### config.mk
export PLATFORM = sky130hd
export DESIGN_NAME = bfm_top
export DESIGN_NICKNAME = d
export VERILOG_FILES = /design/src/include/bfm_pkg.sv /design/src/core/bfm_queue_flags.sv /design/src/core/bfm_top.sv
export VERILOG_INCLUDE_DIRS = /design/src /design/src/include
export SDC_FILE = /design/constraint.sdc
export NUM_CORES = 1
export LEC_CHECK = 0
export BUFFER_PORTS_ARGS = -buffer_cell sky130_fd_sc_hd__buf_4
export CAP_MARGIN = 30
export CORE_AREA = 2 2 144 251
export CTS_CLUSTER_DIAMETER = 200
export DETAILED_ROUTE_END_ITERATION = 10
export DIE_AREA = 0 0 146 253
export HOLD_SLACK_MARGIN = 0.08
export PLACE_DENSITY = 0.75
export SETUP_SLACK_MARGIN = 0.1
export SLEW_MARGIN = 10
export SYNTH_ARGS = -nofsm -noshare
export SYNTH_HDL_FRONTEND = slang
export SYNTH_SLANG_ARGS = --single-unit
export TNS_END_PERCENT = 10
### constraint.sdc
create_clock -name ref_clk -period 12.6 [get_ports ref_clk]
set_clock_uncertainty 0.1 [all_clocks]
set_input_delay 0.63 -clock ref_clk [delete_from_list [all_inputs] [get_ports ref_clk]]
set_output_delay 0.63 -clock ref_clk [all_outputs]
set_load 0.005 [all_outputs]
### src/include/bfm_regs.svh
// Register offsets, field positions, reset values and masks of the bidirectional queue flag block.
// Assumes a byte-addressed register port with one 32-bit word per register.
`ifndef BFM_REGS_SVH
`define BFM_REGS_SVH
`define BFM_ADDR_CFG      8'h00
`define BFM_ADDR_OFFS     8'h04
`define BFM_ADDR_STATUS   8'h08
`define BFM_ADDR_INT_STAT 8'h0c
`define BFM_ADDR_INT_CLR  8'h10
`define BFM_ADDR_INT_EN   8'h14
`define BFM_CFG_FALLTHRU  0
`define BFM_CFG_DEPTH_LO  1
`define BFM_CFG_DEPTH_HI  2
`define BFM_CFG_RST       3'h4
`define BFM_OFFS_RST      16'h0808
`define BFM_DEPTH_256     11'h100
`define BFM_DEPTH_512     11'h200
`define BFM_DEPTH_1024    11'h400
`define BFM_INT_W         4
`define BFM_WORD_MASK     36'h0_0003_ffff
`define BFM_BYTE_MASK     36'h0_0000_01ff
`define BFM_LONG_MASK     36'hf_ffff_ffff
`endif

### src/include/bfm_pkg.sv
// Types shared by the bidirectional queue flag block.
// Assumes the constants header is included by the design files that need numbers.
package bfm_pkg;
  typedef enum logic [1:0] {BFM_LONG, BFM_WORD, BFM_BYTE} bfm_size_t;
  typedef struct packed {
    logic        clk;
    logic        csN;
    logic        dir;
    logic        mb;
    logic [35:0] data;
  } bfm_pins_t;
  typedef struct packed {
    logic full;
    logic almostFull;
    logic almostEmpty;
    logic empty;
  } bfm_qflags_t;
endpackage

### src/core/bfm_queue_flags.sv
// Occupancy tracking and flags of one queue, counted in long words.
// Assumes writer and reader events are one-cycle pulses on ref_clk, each tied to its port's clock edge.
`timescale 1ns/10ps
`default_nettype none
module bfm_queue_flags (
  // Clock and reset
  input  wire logic               ref_clk,
  input  wire logic               rst,
  // Writer side
  input  wire logic               wrEdge,
  input  wire logic               wrPush,
  // Reader side
  input  wire logic               rdEdge,
  input  wire logic               rdPop,
  // Thresholds
  input  wire logic [10:0]        depth,
  input  wire logic [7:0]         aeOffset,
  input  wire logic [7:0]         afOffset,
  // Flags
  output bfm_pkg::bfm_qflags_t    flags
);
  logic [10:0] wrCount, rdCount, wrSyncA, wrSyncB, rdSyncA, rdSyncB;
  logic [10:0] next_wrCount, next_rdCount, wrLevel, rdLevel;
  bfm_pkg::bfm_qflags_t next_flags;

  // The far pointer reaches each side only through two stages, so a flag may lag by one port edge.
  always_comb
  begin
    next_wrCount = wrCount + 11'(wrPush);
    next_rdCount = rdCount + 11'(rdPop);
    wrLevel      = next_wrCount - rdSyncB;
    rdLevel      = wrSyncB - next_rdCount;
    next_flags   = flags;
    if (wrEdge)
    begin
      next_flags.full       = wrLevel >= depth;
      next_flags.almostFull = wrLevel >= depth - {3'h0, afOffset}; // see
    end
    if (rdEdge)
    begin
      next_flags.almostEmpty = rdLevel <= {3'h0, aeOffset}; // see
      next_flags.empty       = rdLevel == 11'h000;
    end
  end

  always_ff @(posedge ref_clk)
  begin
    if (rst)
    begin
      wrCount <= 11'h000;
      rdCount <= 11'h000;
      wrSyncA <= 11'h000;
      wrSyncB <= 11'h000;
      rdSyncA <= 11'h000;
      rdSyncB <= 11'h000;
      flags   <= 4'h3;
    end
    else
    begin
      wrCount <= next_wrCount;
      rdCount <= next_rdCount;
      wrSyncA <= wrCount;
      wrSyncB <= wrSyncA;
      rdSyncA <= rdCount;
      rdSyncB <= rdSyncA;
      flags   <= next_flags;
    end
  end
endmodule
`default_nettype wire

### src/core/bfm_top.sv
// Flag and mailbox logic of a two-port bidirectional queue device, one queue per direction.
// Assumes both port clocks arrive as pins far slower than ref_clk; every pin passes two flip-flops.
//
// The placing of the registers and the strobed register port were decided locally.
`timescale 1ns/10ps
`default_nettype none
`include "bfm_regs.svh"
// Overview of operation
// In fall-through mode port B input-ready rises on the next port B edge after space frees, or one edge later.
// In standard mode the port B full flag drops on the next port B edge after space frees, or one edge later.
// With word or byte size on port B only the write completing a long word changes the queue count.
// Port B almost-empty releases on the next port B edge after port A fills the queue, or one later.
// With word or byte size the port B almost-empty flag asserts only on the read completing a long word.
// Port A almost-empty releases on the next port A edge after long-word writes on port B, or one later.
// Port A almost-full releases on the next port A edge after port B long-word reads drain the queue.
// Port B almost-full releases on the next port B edge and asserts only on a completing long-word write.
// Almost-full thresholds are measured from a queue depth of 256, 512 or 1024 entries.
// The other party writes port B and reads port A with chip select, direction and mailbox select low.
// The A-to-B mailbox carries bits 0-17 in word size and bits 0-8 in byte size.
// The B-to-A mailbox carries bits 0-17 in word size and bits 0-8 in byte size.
// The other party keeps the bus match and size selects static during operation.
// Each flag sees the far pointer through a two-stage synchroniser into its owner's side.
// A mailbox full flag sets on the sender's write and clears on the receiver's read.
module bfm_top (
  // Clock and reset
  input  wire logic        ref_clk,
  input  wire logic        rst,
  // Register port
  input  wire logic [7:0]  regAddr,
  input  wire logic [31:0] regWrData,
  input  wire logic        regWr,
  input  wire logic        regRd,
  output logic [31:0]      regRdData,
  output logic             irq,
  // Port A pins
  input  wire logic        portaClock,
  input  wire logic        portaChipSelectN,
  input  wire logic        portaDirectionSelect,
  input  wire logic        portaMailboxSelect,
  input  wire logic [35:0] portaData,
  output logic [35:0]      portaMailData,
  output logic             portaAlmostEmpty,
  output logic             portaAlmostFull,
  output logic             bToAMailFull,
  // Port B pins
  input  wire logic        portbClock,
  input  wire logic        portbChipSelectN,
  input  wire logic        portbDirectionSelect,
  input  wire logic        portbMailboxSelect,
  input  wire logic        busMatchSelect,
  input  wire logic        portbSizeSelect,
  input  wire logic [35:0] portbData,
  output logic [35:0]      portbMailData,
  output logic             portbInputReady,
  output logic             portbFullFlag,
  output logic             portbAlmostEmpty,
  output logic             portbAlmostFull,
  output logic             aToBMailFull
);
  bfm_pkg::bfm_pins_t   aSync1, aSync2, bSync1, bSync2;
  logic [1:0]           sizeSync1, sizeSync2;
  logic                 aClkPrev, bClkPrev;
  logic                 aEdge, bEdge;
  bfm_pkg::bfm_size_t   bSize;
  logic [1:0]           lastIdx, wrPiece, rdPiece, next_wrPiece, next_rdPiece;
  logic [35:0]          mailMask;
  logic                 aWrite, aRead, aMailWr, aMailRd;
  logic                 bWrite, bRead, bMailWr, bMailRd;
  logic                 abPush, abPop, baPush, baPop;
  bfm_pkg::bfm_qflags_t abFlags, baFlags;
  logic [35:0]          abMail, baMail, next_abMail, next_baMail;
  logic [35:0]          next_portaMailData, next_portbMailData;
  logic                 next_aToBMailFull, next_bToAMailFull;
  logic [2:0]           cfg, next_cfg;
  logic [15:0]          offs, next_offs;
  logic [`BFM_INT_W-1:0] intStat, intEn, next_intStat, next_intEn, events;
  logic [1:0]           fullPrev;
  logic [31:0]          next_regRdData;
  logic [10:0]          depth;

  // Pins are sampled twice before use; the port clocks become edge strobes on ref_clk.
  always_ff @(posedge ref_clk)
  begin
    if (rst)
    begin
      aSync1    <= '0;
      aSync2    <= '0;
      bSync1    <= '0;
      bSync2    <= '0;
      sizeSync1 <= 2'h0;
      sizeSync2 <= 2'h0;
      aClkPrev  <= 1'b0;
      bClkPrev  <= 1'b0;
    end
    else
    begin
      aSync1    <= {portaClock, portaChipSelectN, portaDirectionSelect, portaMailboxSelect, portaData};
      aSync2    <= aSync1;
      bSync1    <= {portbClock, portbChipSelectN, portbDirectionSelect, portbMailboxSelect, portbData};
      bSync2    <= bSync1;
      sizeSync1 <= {busMatchSelect, portbSizeSelect};
      sizeSync2 <= sizeSync1;
      aClkPrev  <= aSync2.clk;
      bClkPrev  <= bSync2.clk;
    end
  end

  assign aEdge = aSync2.clk & ~aClkPrev;
  assign bEdge = bSync2.clk & ~bClkPrev;

  // Size is sampled live; a change in mid long word is the controller's fault and is not repaired.
  always_comb
  begin
    if (!sizeSync2[1])
      bSize = bfm_pkg::BFM_LONG;
    else if (sizeSync2[0])
      bSize = bfm_pkg::BFM_BYTE;
    else
      bSize = bfm_pkg::BFM_WORD;
  end

  always_comb
  begin
    case (bSize)
      bfm_pkg::BFM_WORD:
      begin
        lastIdx  = 2'h1;
        mailMask = `BFM_WORD_MASK; // see
      end
      bfm_pkg::BFM_BYTE:
      begin
        lastIdx  = 2'h3;
        mailMask = `BFM_BYTE_MASK; // see
      end
      default:
      begin
        lastIdx  = 2'h0;
        mailMask = `BFM_LONG_MASK;
      end
    endcase
  end

  // Port A writes with direction high and reads with it low; port B the other way round.
  assign aWrite  = aEdge & ~aSync2.csN & aSync2.dir & ~aSync2.mb;
  assign aRead   = aEdge & ~aSync2.csN & ~aSync2.dir & ~aSync2.mb;
  assign aMailWr = aEdge & ~aSync2.csN & aSync2.dir & aSync2.mb;
  assign aMailRd = aEdge & ~aSync2.csN & ~aSync2.dir & aSync2.mb;
  assign bWrite  = bEdge & ~bSync2.csN & ~bSync2.dir & ~bSync2.mb;
  assign bRead   = bEdge & ~bSync2.csN & bSync2.dir & ~bSync2.mb;
  assign bMailWr = bEdge & ~bSync2.csN & ~bSync2.dir & bSync2.mb;
  assign bMailRd = bEdge & ~bSync2.csN & bSync2.dir & bSync2.mb;

  // Only the piece that completes a long word moves a pointer; earlier pieces leave flags alone.
  assign abPush = aWrite & ~abFlags.full;
  assign abPop  = bRead & ~abFlags.empty & (rdPiece == lastIdx); // see
  assign baPush = bWrite & ~baFlags.full & (wrPiece == lastIdx); // see
  assign baPop  = aRead & ~baFlags.empty;

  always_comb
  begin
    next_wrPiece = wrPiece;
    next_rdPiece = rdPiece;
    if (bWrite & ~baFlags.full)
      next_wrPiece = (wrPiece == lastIdx) ? 2'h0 : wrPiece + 2'h1;
    if (bRead & ~abFlags.empty)
      next_rdPiece = (rdPiece == lastIdx) ? 2'h0 : rdPiece + 2'h1;
  end

  always_comb
  begin
    case (cfg[`BFM_CFG_DEPTH_HI:`BFM_CFG_DEPTH_LO])
      2'h0: depth = `BFM_DEPTH_256;
      2'h1: depth = `BFM_DEPTH_512;
      default: depth = `BFM_DEPTH_1024;
    endcase
  end

  bfm_queue_flags u_ab_queue (
    .ref_clk  (ref_clk),
    .rst      (rst),
    .wrEdge   (aEdge),
    .wrPush   (abPush),
    .rdEdge   (bEdge),
    .rdPop    (abPop),
    .depth    (depth),
    .aeOffset (offs[7:0]),
    .afOffset (offs[15:8]),
    .flags    (abFlags)
  );

  bfm_queue_flags u_ba_queue (
    .ref_clk  (ref_clk),
    .rst      (rst),
    .wrEdge   (bEdge),
    .wrPush   (baPush),
    .rdEdge   (aEdge),
    .rdPop    (baPop),
    .depth    (depth),
    .aeOffset (offs[7:0]),
    .afOffset (offs[15:8]),
    .flags    (baFlags)
  );

  assign portbInputReady  = cfg[`BFM_CFG_FALLTHRU] & ~baFlags.full;
  assign portbFullFlag    = ~cfg[`BFM_CFG_FALLTHRU] & baFlags.full;
  assign portbAlmostFull  = baFlags.almostFull;
  assign portbAlmostEmpty = abFlags.almostEmpty; // see
  assign portaAlmostFull  = abFlags.almostFull;
  assign portaAlmostEmpty = baFlags.almostEmpty;

  // Mailboxes bypass the queues; a write landing with the read in one cycle keeps the flag set.
  always_comb
  begin
    next_abMail        = aMailWr ? (aSync2.data & mailMask) : abMail;
    next_baMail        = bMailWr ? (bSync2.data & mailMask) : baMail;
    next_portbMailData = bMailRd ? abMail : portbMailData;
    next_portaMailData = aMailRd ? baMail : portaMailData;
    next_aToBMailFull  = aMailWr | (aToBMailFull & ~bMailRd);
    next_bToAMailFull  = bMailWr | (bToAMailFull & ~aMailRd);
  end

  always_ff @(posedge ref_clk)
  begin
    if (rst)
    begin
      wrPiece       <= 2'h0;
      rdPiece       <= 2'h0;
      abMail        <= 36'h0;
      baMail        <= 36'h0;
      portaMailData <= 36'h0;
      portbMailData <= 36'h0;
      aToBMailFull  <= 1'b0;
      bToAMailFull  <= 1'b0;
    end
    else
    begin
      wrPiece       <= next_wrPiece;
      rdPiece       <= next_rdPiece;
      abMail        <= next_abMail;
      baMail        <= next_baMail;
      portaMailData <= next_portaMailData;
      portbMailData <= next_portbMailData;
      aToBMailFull  <= next_aToBMailFull;
      bToAMailFull  <= next_bToAMailFull;
    end
  end

  // Events: mail arrival each way and a queue turning full each way. Set beats clear.
  assign events = {baFlags.full & ~fullPrev[1], abFlags.full & ~fullPrev[0], bMailWr, aMailWr};

  always_comb
  begin
    next_cfg       = cfg;
    next_offs      = offs;
    next_intEn     = intEn;
    next_intStat   = intStat | events;
    next_regRdData = 32'h0;
    if (regWr)
    begin
      if (regAddr == `BFM_ADDR_CFG)
        next_cfg = regWrData[2:0];
      else if (regAddr == `BFM_ADDR_OFFS)
        next_offs = regWrData[15:0];
      else if (regAddr == `BFM_ADDR_INT_CLR)
        next_intStat = (intStat & ~regWrData[`BFM_INT_W-1:0]) | events;
      else if (regAddr == `BFM_ADDR_INT_EN)
        next_intEn = regWrData[`BFM_INT_W-1:0];
    end
    if (regRd)
    begin
      if (regAddr == `BFM_ADDR_CFG)
        next_regRdData = {29'h0, cfg};
      else if (regAddr == `BFM_ADDR_OFFS)
        next_regRdData = {16'h0, offs};
      else if (regAddr == `BFM_ADDR_STATUS)
        next_regRdData = {24'h0, bToAMailFull, aToBMailFull, baFlags, abFlags[3:2]};
      else if (regAddr == `BFM_ADDR_INT_STAT)
        next_regRdData = {28'h0, intStat};
      else if (regAddr == `BFM_ADDR_INT_EN)
        next_regRdData = {28'h0, intEn};
    end
  end

  always_ff @(posedge ref_clk)
  begin
    if (rst)
    begin
      cfg       <= `BFM_CFG_RST;
      offs      <= `BFM_OFFS_RST;
      intStat   <= 4'h0;
      intEn     <= 4'h0;
      fullPrev  <= 2'h0;
      regRdData <= 32'h0;
    end
    else
    begin
      cfg       <= next_cfg;
      offs      <= next_offs;
      intStat   <= next_intStat;
      intEn     <= next_intEn;
      fullPrev  <= {baFlags.full, abFlags.full};
      regRdData <= next_regRdData;
    end
  end

  assign irq = |(intStat & intEn);

  property p_mail_set;
    @(posedge ref_clk) disable iff (rst)
    aMailWr |=> aToBMailFull && abMail == ($past(aSync2.data) & $past(mailMask));
  endproperty
  a_mail_set: assert property (p_mail_set) else $error("A-to-B mail not stored or flagged"); // see

  property p_mail_clr;
    @(posedge ref_clk) disable iff (rst)
    bMailRd && !aMailWr |=> !aToBMailFull && portbMailData == $past(abMail);
  endproperty
  a_mail_clr: assert property (p_mail_clr) else $error("A-to-B mail read did not clear flag");

  property p_ready_on_edge;
    @(posedge ref_clk) disable iff (rst)
    $rose(portbInputReady) && $stable(cfg) |-> $past(bEdge);
  endproperty
  a_ready_on_edge: assert property (p_ready_on_edge) else $error("Input ready rose off a B edge");

  property p_full_on_edge;
    @(posedge ref_clk) disable iff (rst)
    $changed(portbFullFlag) && $stable(cfg) |-> $past(bEdge);
  endproperty
  a_full_on_edge: assert property (p_full_on_edge) else $error("Full flag changed off a B edge");

  property p_partial_write;
    @(posedge ref_clk) disable iff (rst)
    bWrite && wrPiece != lastIdx && !baFlags.full |-> !baPush ##1 wrPiece != $past(wrPiece);
  endproperty
  a_partial_write: assert property (p_partial_write) else $error("Partial write moved the pointer");

  property p_ae_set;
    @(posedge ref_clk) disable iff (rst)
    $rose(portbAlmostEmpty) |-> $past(abPop) && $past(rdPiece) == $past(lastIdx);
  endproperty
  a_ae_set: assert property (p_ae_set) else $error("B almost-empty set without a completing read");

  property p_af_set;
    @(posedge ref_clk) disable iff (rst)
    $rose(portbAlmostFull) |-> $past(baPush);
  endproperty
  a_af_set: assert property (p_af_set) else $error("B almost-full set without a completing write");

  property p_ae_release;
    @(posedge ref_clk) disable iff (rst)
    $fell(portbAlmostEmpty) |-> $past(bEdge);
  endproperty
  a_ae_release: assert property (p_ae_release) else $error("B almost-empty released off a B edge");

  property p_byte_mail;
    @(posedge ref_clk) disable iff (rst)
    bSize == bfm_pkg::BFM_BYTE && $stable(bSize) && bMailWr |=> baMail[35:9] == 27'h0;
  endproperty
  a_byte_mail: assert property (p_byte_mail) else $error("B-to-A byte mail has upper bits");
endmodule
`default_nettype wire

==> results.py <==
metrics = {
    "outcome": {
        "status": "finished, final reports clean",
    },
    "setup_path": {
        "r2r-end": "u_ba_queue.flags[3]",
        "worstPathArrival_ns": 5.92,
        "ff2ff_setup_slack_ns": 6.99,
        "cp_num_buf_inv": 2,
        "r2r_start": "bClkPrev",
        "reg2reg_depth": 20,
        "crit_end": "u_ba_queue.flags[3]",
        "crit_cells": 20,
        "slowest_delay_ns": 0.49,
        "required_ns": 12.91,
        "worstSetupPathType": "reg2reg",
        "start_kind": "register",
        "path_max_fanout": 9,
        "crit_start": "bClkPrev",
        "endpoint_kind": "register",
        "cp_cell_sequence": "nand2b_1 -> or3_1 -> nor3_1 -> and3_1 -> ha_1 -> inv_1 -> ha_1 -> inv_1 -> fa_1 -> a21o_1 -> a21oi_1 -> o21ai_0 -> a2111oi_0 -> or3_1 -> o21ai_0 -> xnor2_1 -> ha_1 -> o21a_1 -> a311oi_1 -> nor3_1",
        "critPathMostFrequentCell": "ha_1",
        "crit_family": "simple AND/OR/NAND/NOR gates",
        "slowest_stage": "nor3_1",
    },
    "synth": {
        "netlist.area_leader.share_pct": 53.1,
        "mappedNetlistArea_sq_um": 18900,
        "synth_edf_count": 0,
        "synthTopCellsByArea": "dfxtp_1 53%, nor2b_1 9.1%, nand2_1 6.4%",
        "synth_top_cell_by_area": "dfxtp_1",
        "synth_most_common_cell": "dfxtp_1",
        "synthTopCellsByCount": "501 x dfxtp_1, 321 x nand2_1, 276 x nor2b_1",
        "yosysSeqAreaShare_pct": 53.1,
        "syn_inst": 2022,
        "async_flop_share_pct": 0,
        "avgSynthCellArea_sq_um": 9.34,
        "synth_cell_types": 61,
        "synth_flop_cell": "dfxtp_1",
        "yosys_warnings": 0,
        "ys_seq_elements": 501,
    },
    "clock_network": {
        "cts_setup_buffers": 0,
        "ctsResizeCount": 0,
        "cts_max_path_buffers": 3,
        "worstSkewPairLatency_ns": 0.56,
        "htreeDepth": 2,
        "cts_tree": "built",
        "numCtsBuffers": 43,
        "cts-root-buf": "clkbuf_16",
        "clkSlewWorstSetupHoldPaths_ns": 0.07,
        "cts_hold_buf": 0,
        "clock-sinks": 501,
    },
    "timing": {
        "fin_ws_ns": 6.99,
        "period_minus_slack_ns": 5.61,
        "slew_headroom_pct": 43.7,
        "fin_crit_sh_pct": 44.5,
        "hold_viol": 0,
        "setup_viol": 0,
        "setup_tns_ns": 0,
        "report.final.slew_viol_count": 0,
        "tightest_slew_ns": 0.833,
        "max_freq_mhz": 178,
        "rsz0062_at_grt": "no",
    },
    "die": {
        "io_pins": 239,
        "die_width_microns": 146,
        "placementRows": 91,
        "dieArea_sq_um": 36900,
        "die_y_microns": 253,
        "core_area_sq_um": 35100,
        "initial_core_util_pct": 53.8,
    },
    "layout": {
        "final_area_sq_um": 22100,
        "drive_gt1_share_pct": 13.6,
        "fin_nets": 2408,
        "fin_cells": 2686,
        "area.growth.synth_to_final_pct": 17.3,
        "fin_util_pct": 63.1,
    },
    "route": {
        "drtPass1Iterations": 5,
        "routed-via-count": 13912,
        "drt_iter0_drc": 549,
        "viasPerCell": 5.18,
        "drc": 0,
        "wire_per_inst_microns": 16.4,
        "final_antenna_net_count": 0,
        "routed_wirelength_microns": 44000,
    },
    "pwr": {
        "power.share.switching_pct": 20.8,
        "combPwrFrac_pct": 3.3,
        "p_sw_mw": 0.629,
        "leakage_nw": 8.88,
        "p_clk_share_pct": 43.1,
        "intPower_mw": 2.39,
        "vdd_drop_max_uv": 116,
        "power_frac_seq_pct": 53.6,
        "power_density_nw_per_um2": 137,
    },
    "global_route": {
        "grt_first_pass_wirelength_microns": 68700,
        "grt_util_all_layers_pct": 23.3,
        "grt_max_degree": 135,
        "grt_pass1_vias": 13698,
        "grt_overflow": 0,
        "antenna_found_initial": 3,
    },
    "placement": {
        "placed_cell_area_sq_um": 20700,
        "io_buffers": 206,
        "place_congestion": 0.856,
        "dpl.hpwl_microns": 31200,
        "preCtsSetupSlack_ns": 6.90,
        "dp.cells": 2608,
    },
    "job": {
        "max_cap_violations": 0,
    },
    "hold_path": {
        "hold_start": "portbData[19]",
        "min_path_type": "in2reg",
    },
}
state kept, by name (all words and copies together), names as in the netlist, 11 cells and up:
name                flops
u_ba_queue.wrSyncA     11
u_ba_queue.rdSyncB     11
u_ab_queue.wrCount     11
abMail                 36
u_ba_queue.wrCount     11
aSync2                 40
u_ab_queue.wrSyncB     11
regRdData              16
portaMailData          36
u_ba_queue.rdCount     11
u_ba_queue.rdSyncA     11
bSync2                 40
aSync1                 40
u_ab_queue.rdSyncA     11
u_ab_queue.rdCount     11
portbMailData          36
bSync1                 40
u_ab_queue.rdSyncB     11
u_ba_queue.wrSyncB     11
offs                   16
u_ab_queue.wrSyncA     11
baMail                 36
power groups by stage:
| stage | clock network, mW | logic, mW | registers (mW) |
|---|---|---|---|
| after global routing | 1.39 | 0.110 | 1.62 |
| after CTS | 1.33 | 0.100 | 1.62 |
| after floorplan | 0 | 0.0585 | 1.65 |
| after detailed placement | 0 | 0.0995 | 1.66 |
| final | 1.30 | 0.100 | 1.62 |
| after global placement | 0 | 0.0964 | 1.65 |
per-stage QoR:
stage	hold WS, ns	power, mW
2_1_floorplan	0.314	1.71
6_report	0.180	3.02
3_3_place_gp	0.317	1.75
3_5_place_dp	0.320	1.75
4_1_cts	0.157	3.05
5_1_grt	0.162	3.12
how the worst min path moves through the flow:
| stage | to | slack [ns] | cells after the start |
|---|---|---|---|
| after CTS | bSync1[19] | 0.16 | 2 |
| after global routing | bSync1[19] | 0.16 | 2 |
| after global placement | u_ba_queue.wrSyncB[9] | 0.32 | 1 |
| final | bSync1[19] | 0.18 | 2 |
| after detailed placement | u_ab_queue.rdSyncB[1] | 0.32 | 1 |
| after floorplan | aSync2[0] | 0.31 | 1 |
logic make-up after synthesis:
| logic type | Yosys count | synth area share, % |
|---|---|---|
| flip-flops | 501 | 53.1 |
| AND/OR/NAND/NOR | 867 | 23.4 |
| other | 1 | 0.0199 |
| adder cells (fa/ha/maj) | 95 | 6.43 |
| XOR/XNOR | 86 | 3.99 |
| buffers and inverters | 166 | 3.62 |
| multiplexers | 10 | 0.557 |
| AO/OA/AOI/OAI | 296 | 8.83 |
cell usage in the layout, fill, tap and decap left out, types with 4 or more instances in the layout:
cell         n
dfxtp_1    501
nand2_1    321
nor2b_1    276
buf_4      215
a21oi_1    202
ha_1        89
nor2_1      80
inv_1       54
xnor2_1     50
nand3_1     47
clkbuf_16   43
nand3b_1    41
xor2_1      36
o21ai_0     27
and2_1      25
nor3_1      19
conb_1      16
a21o_1      13
clkbuf_1    11
and3_1      10
nand4_1      9
a22oi_1      9
clkinv_2     8
nand2b_1     7
clkbuf_8     7
o21a_1       6
o31ai_1      6
mux2i_1      6
a21boi_0     5
or3_1        5
or2_2        5
nor3b_1      4
mux2_2       4
o211ai_1     4
fa_1         4
layer usage:
layer | part of all wire [%] | routed length (microns) | up-vias | track usage, %
li1 | - | - | 6909 | -
met1 | 37 | 16400 | 6562 | 24.5
met2 | 53 | 23300 | 319 | 44.2
met3 | 4.2 | 1860 | 118 | 3.57
met5 | 0.052 | 23 | - | 0
met4 | 5.5 | 2420 | 4 | 12.4
layout make-up:
| cell class | instances | area, sq um |
|---|---|---|
| fill | 2922 | 12900 |
| sequential | 501 | 10000 |
| multi-input combinational | 1370 | 8230 |
| timing repair buffer | 219 | 1700 |
| clock buffer | 61 | 1210 |
| tap | 465 | 582 |
| inverter | 54 | 203 |
| clock inverter | 15 | 179 |
| antenna | 1 | 2.50 |
Note: power is estimated with default switching activity, not from simulation.
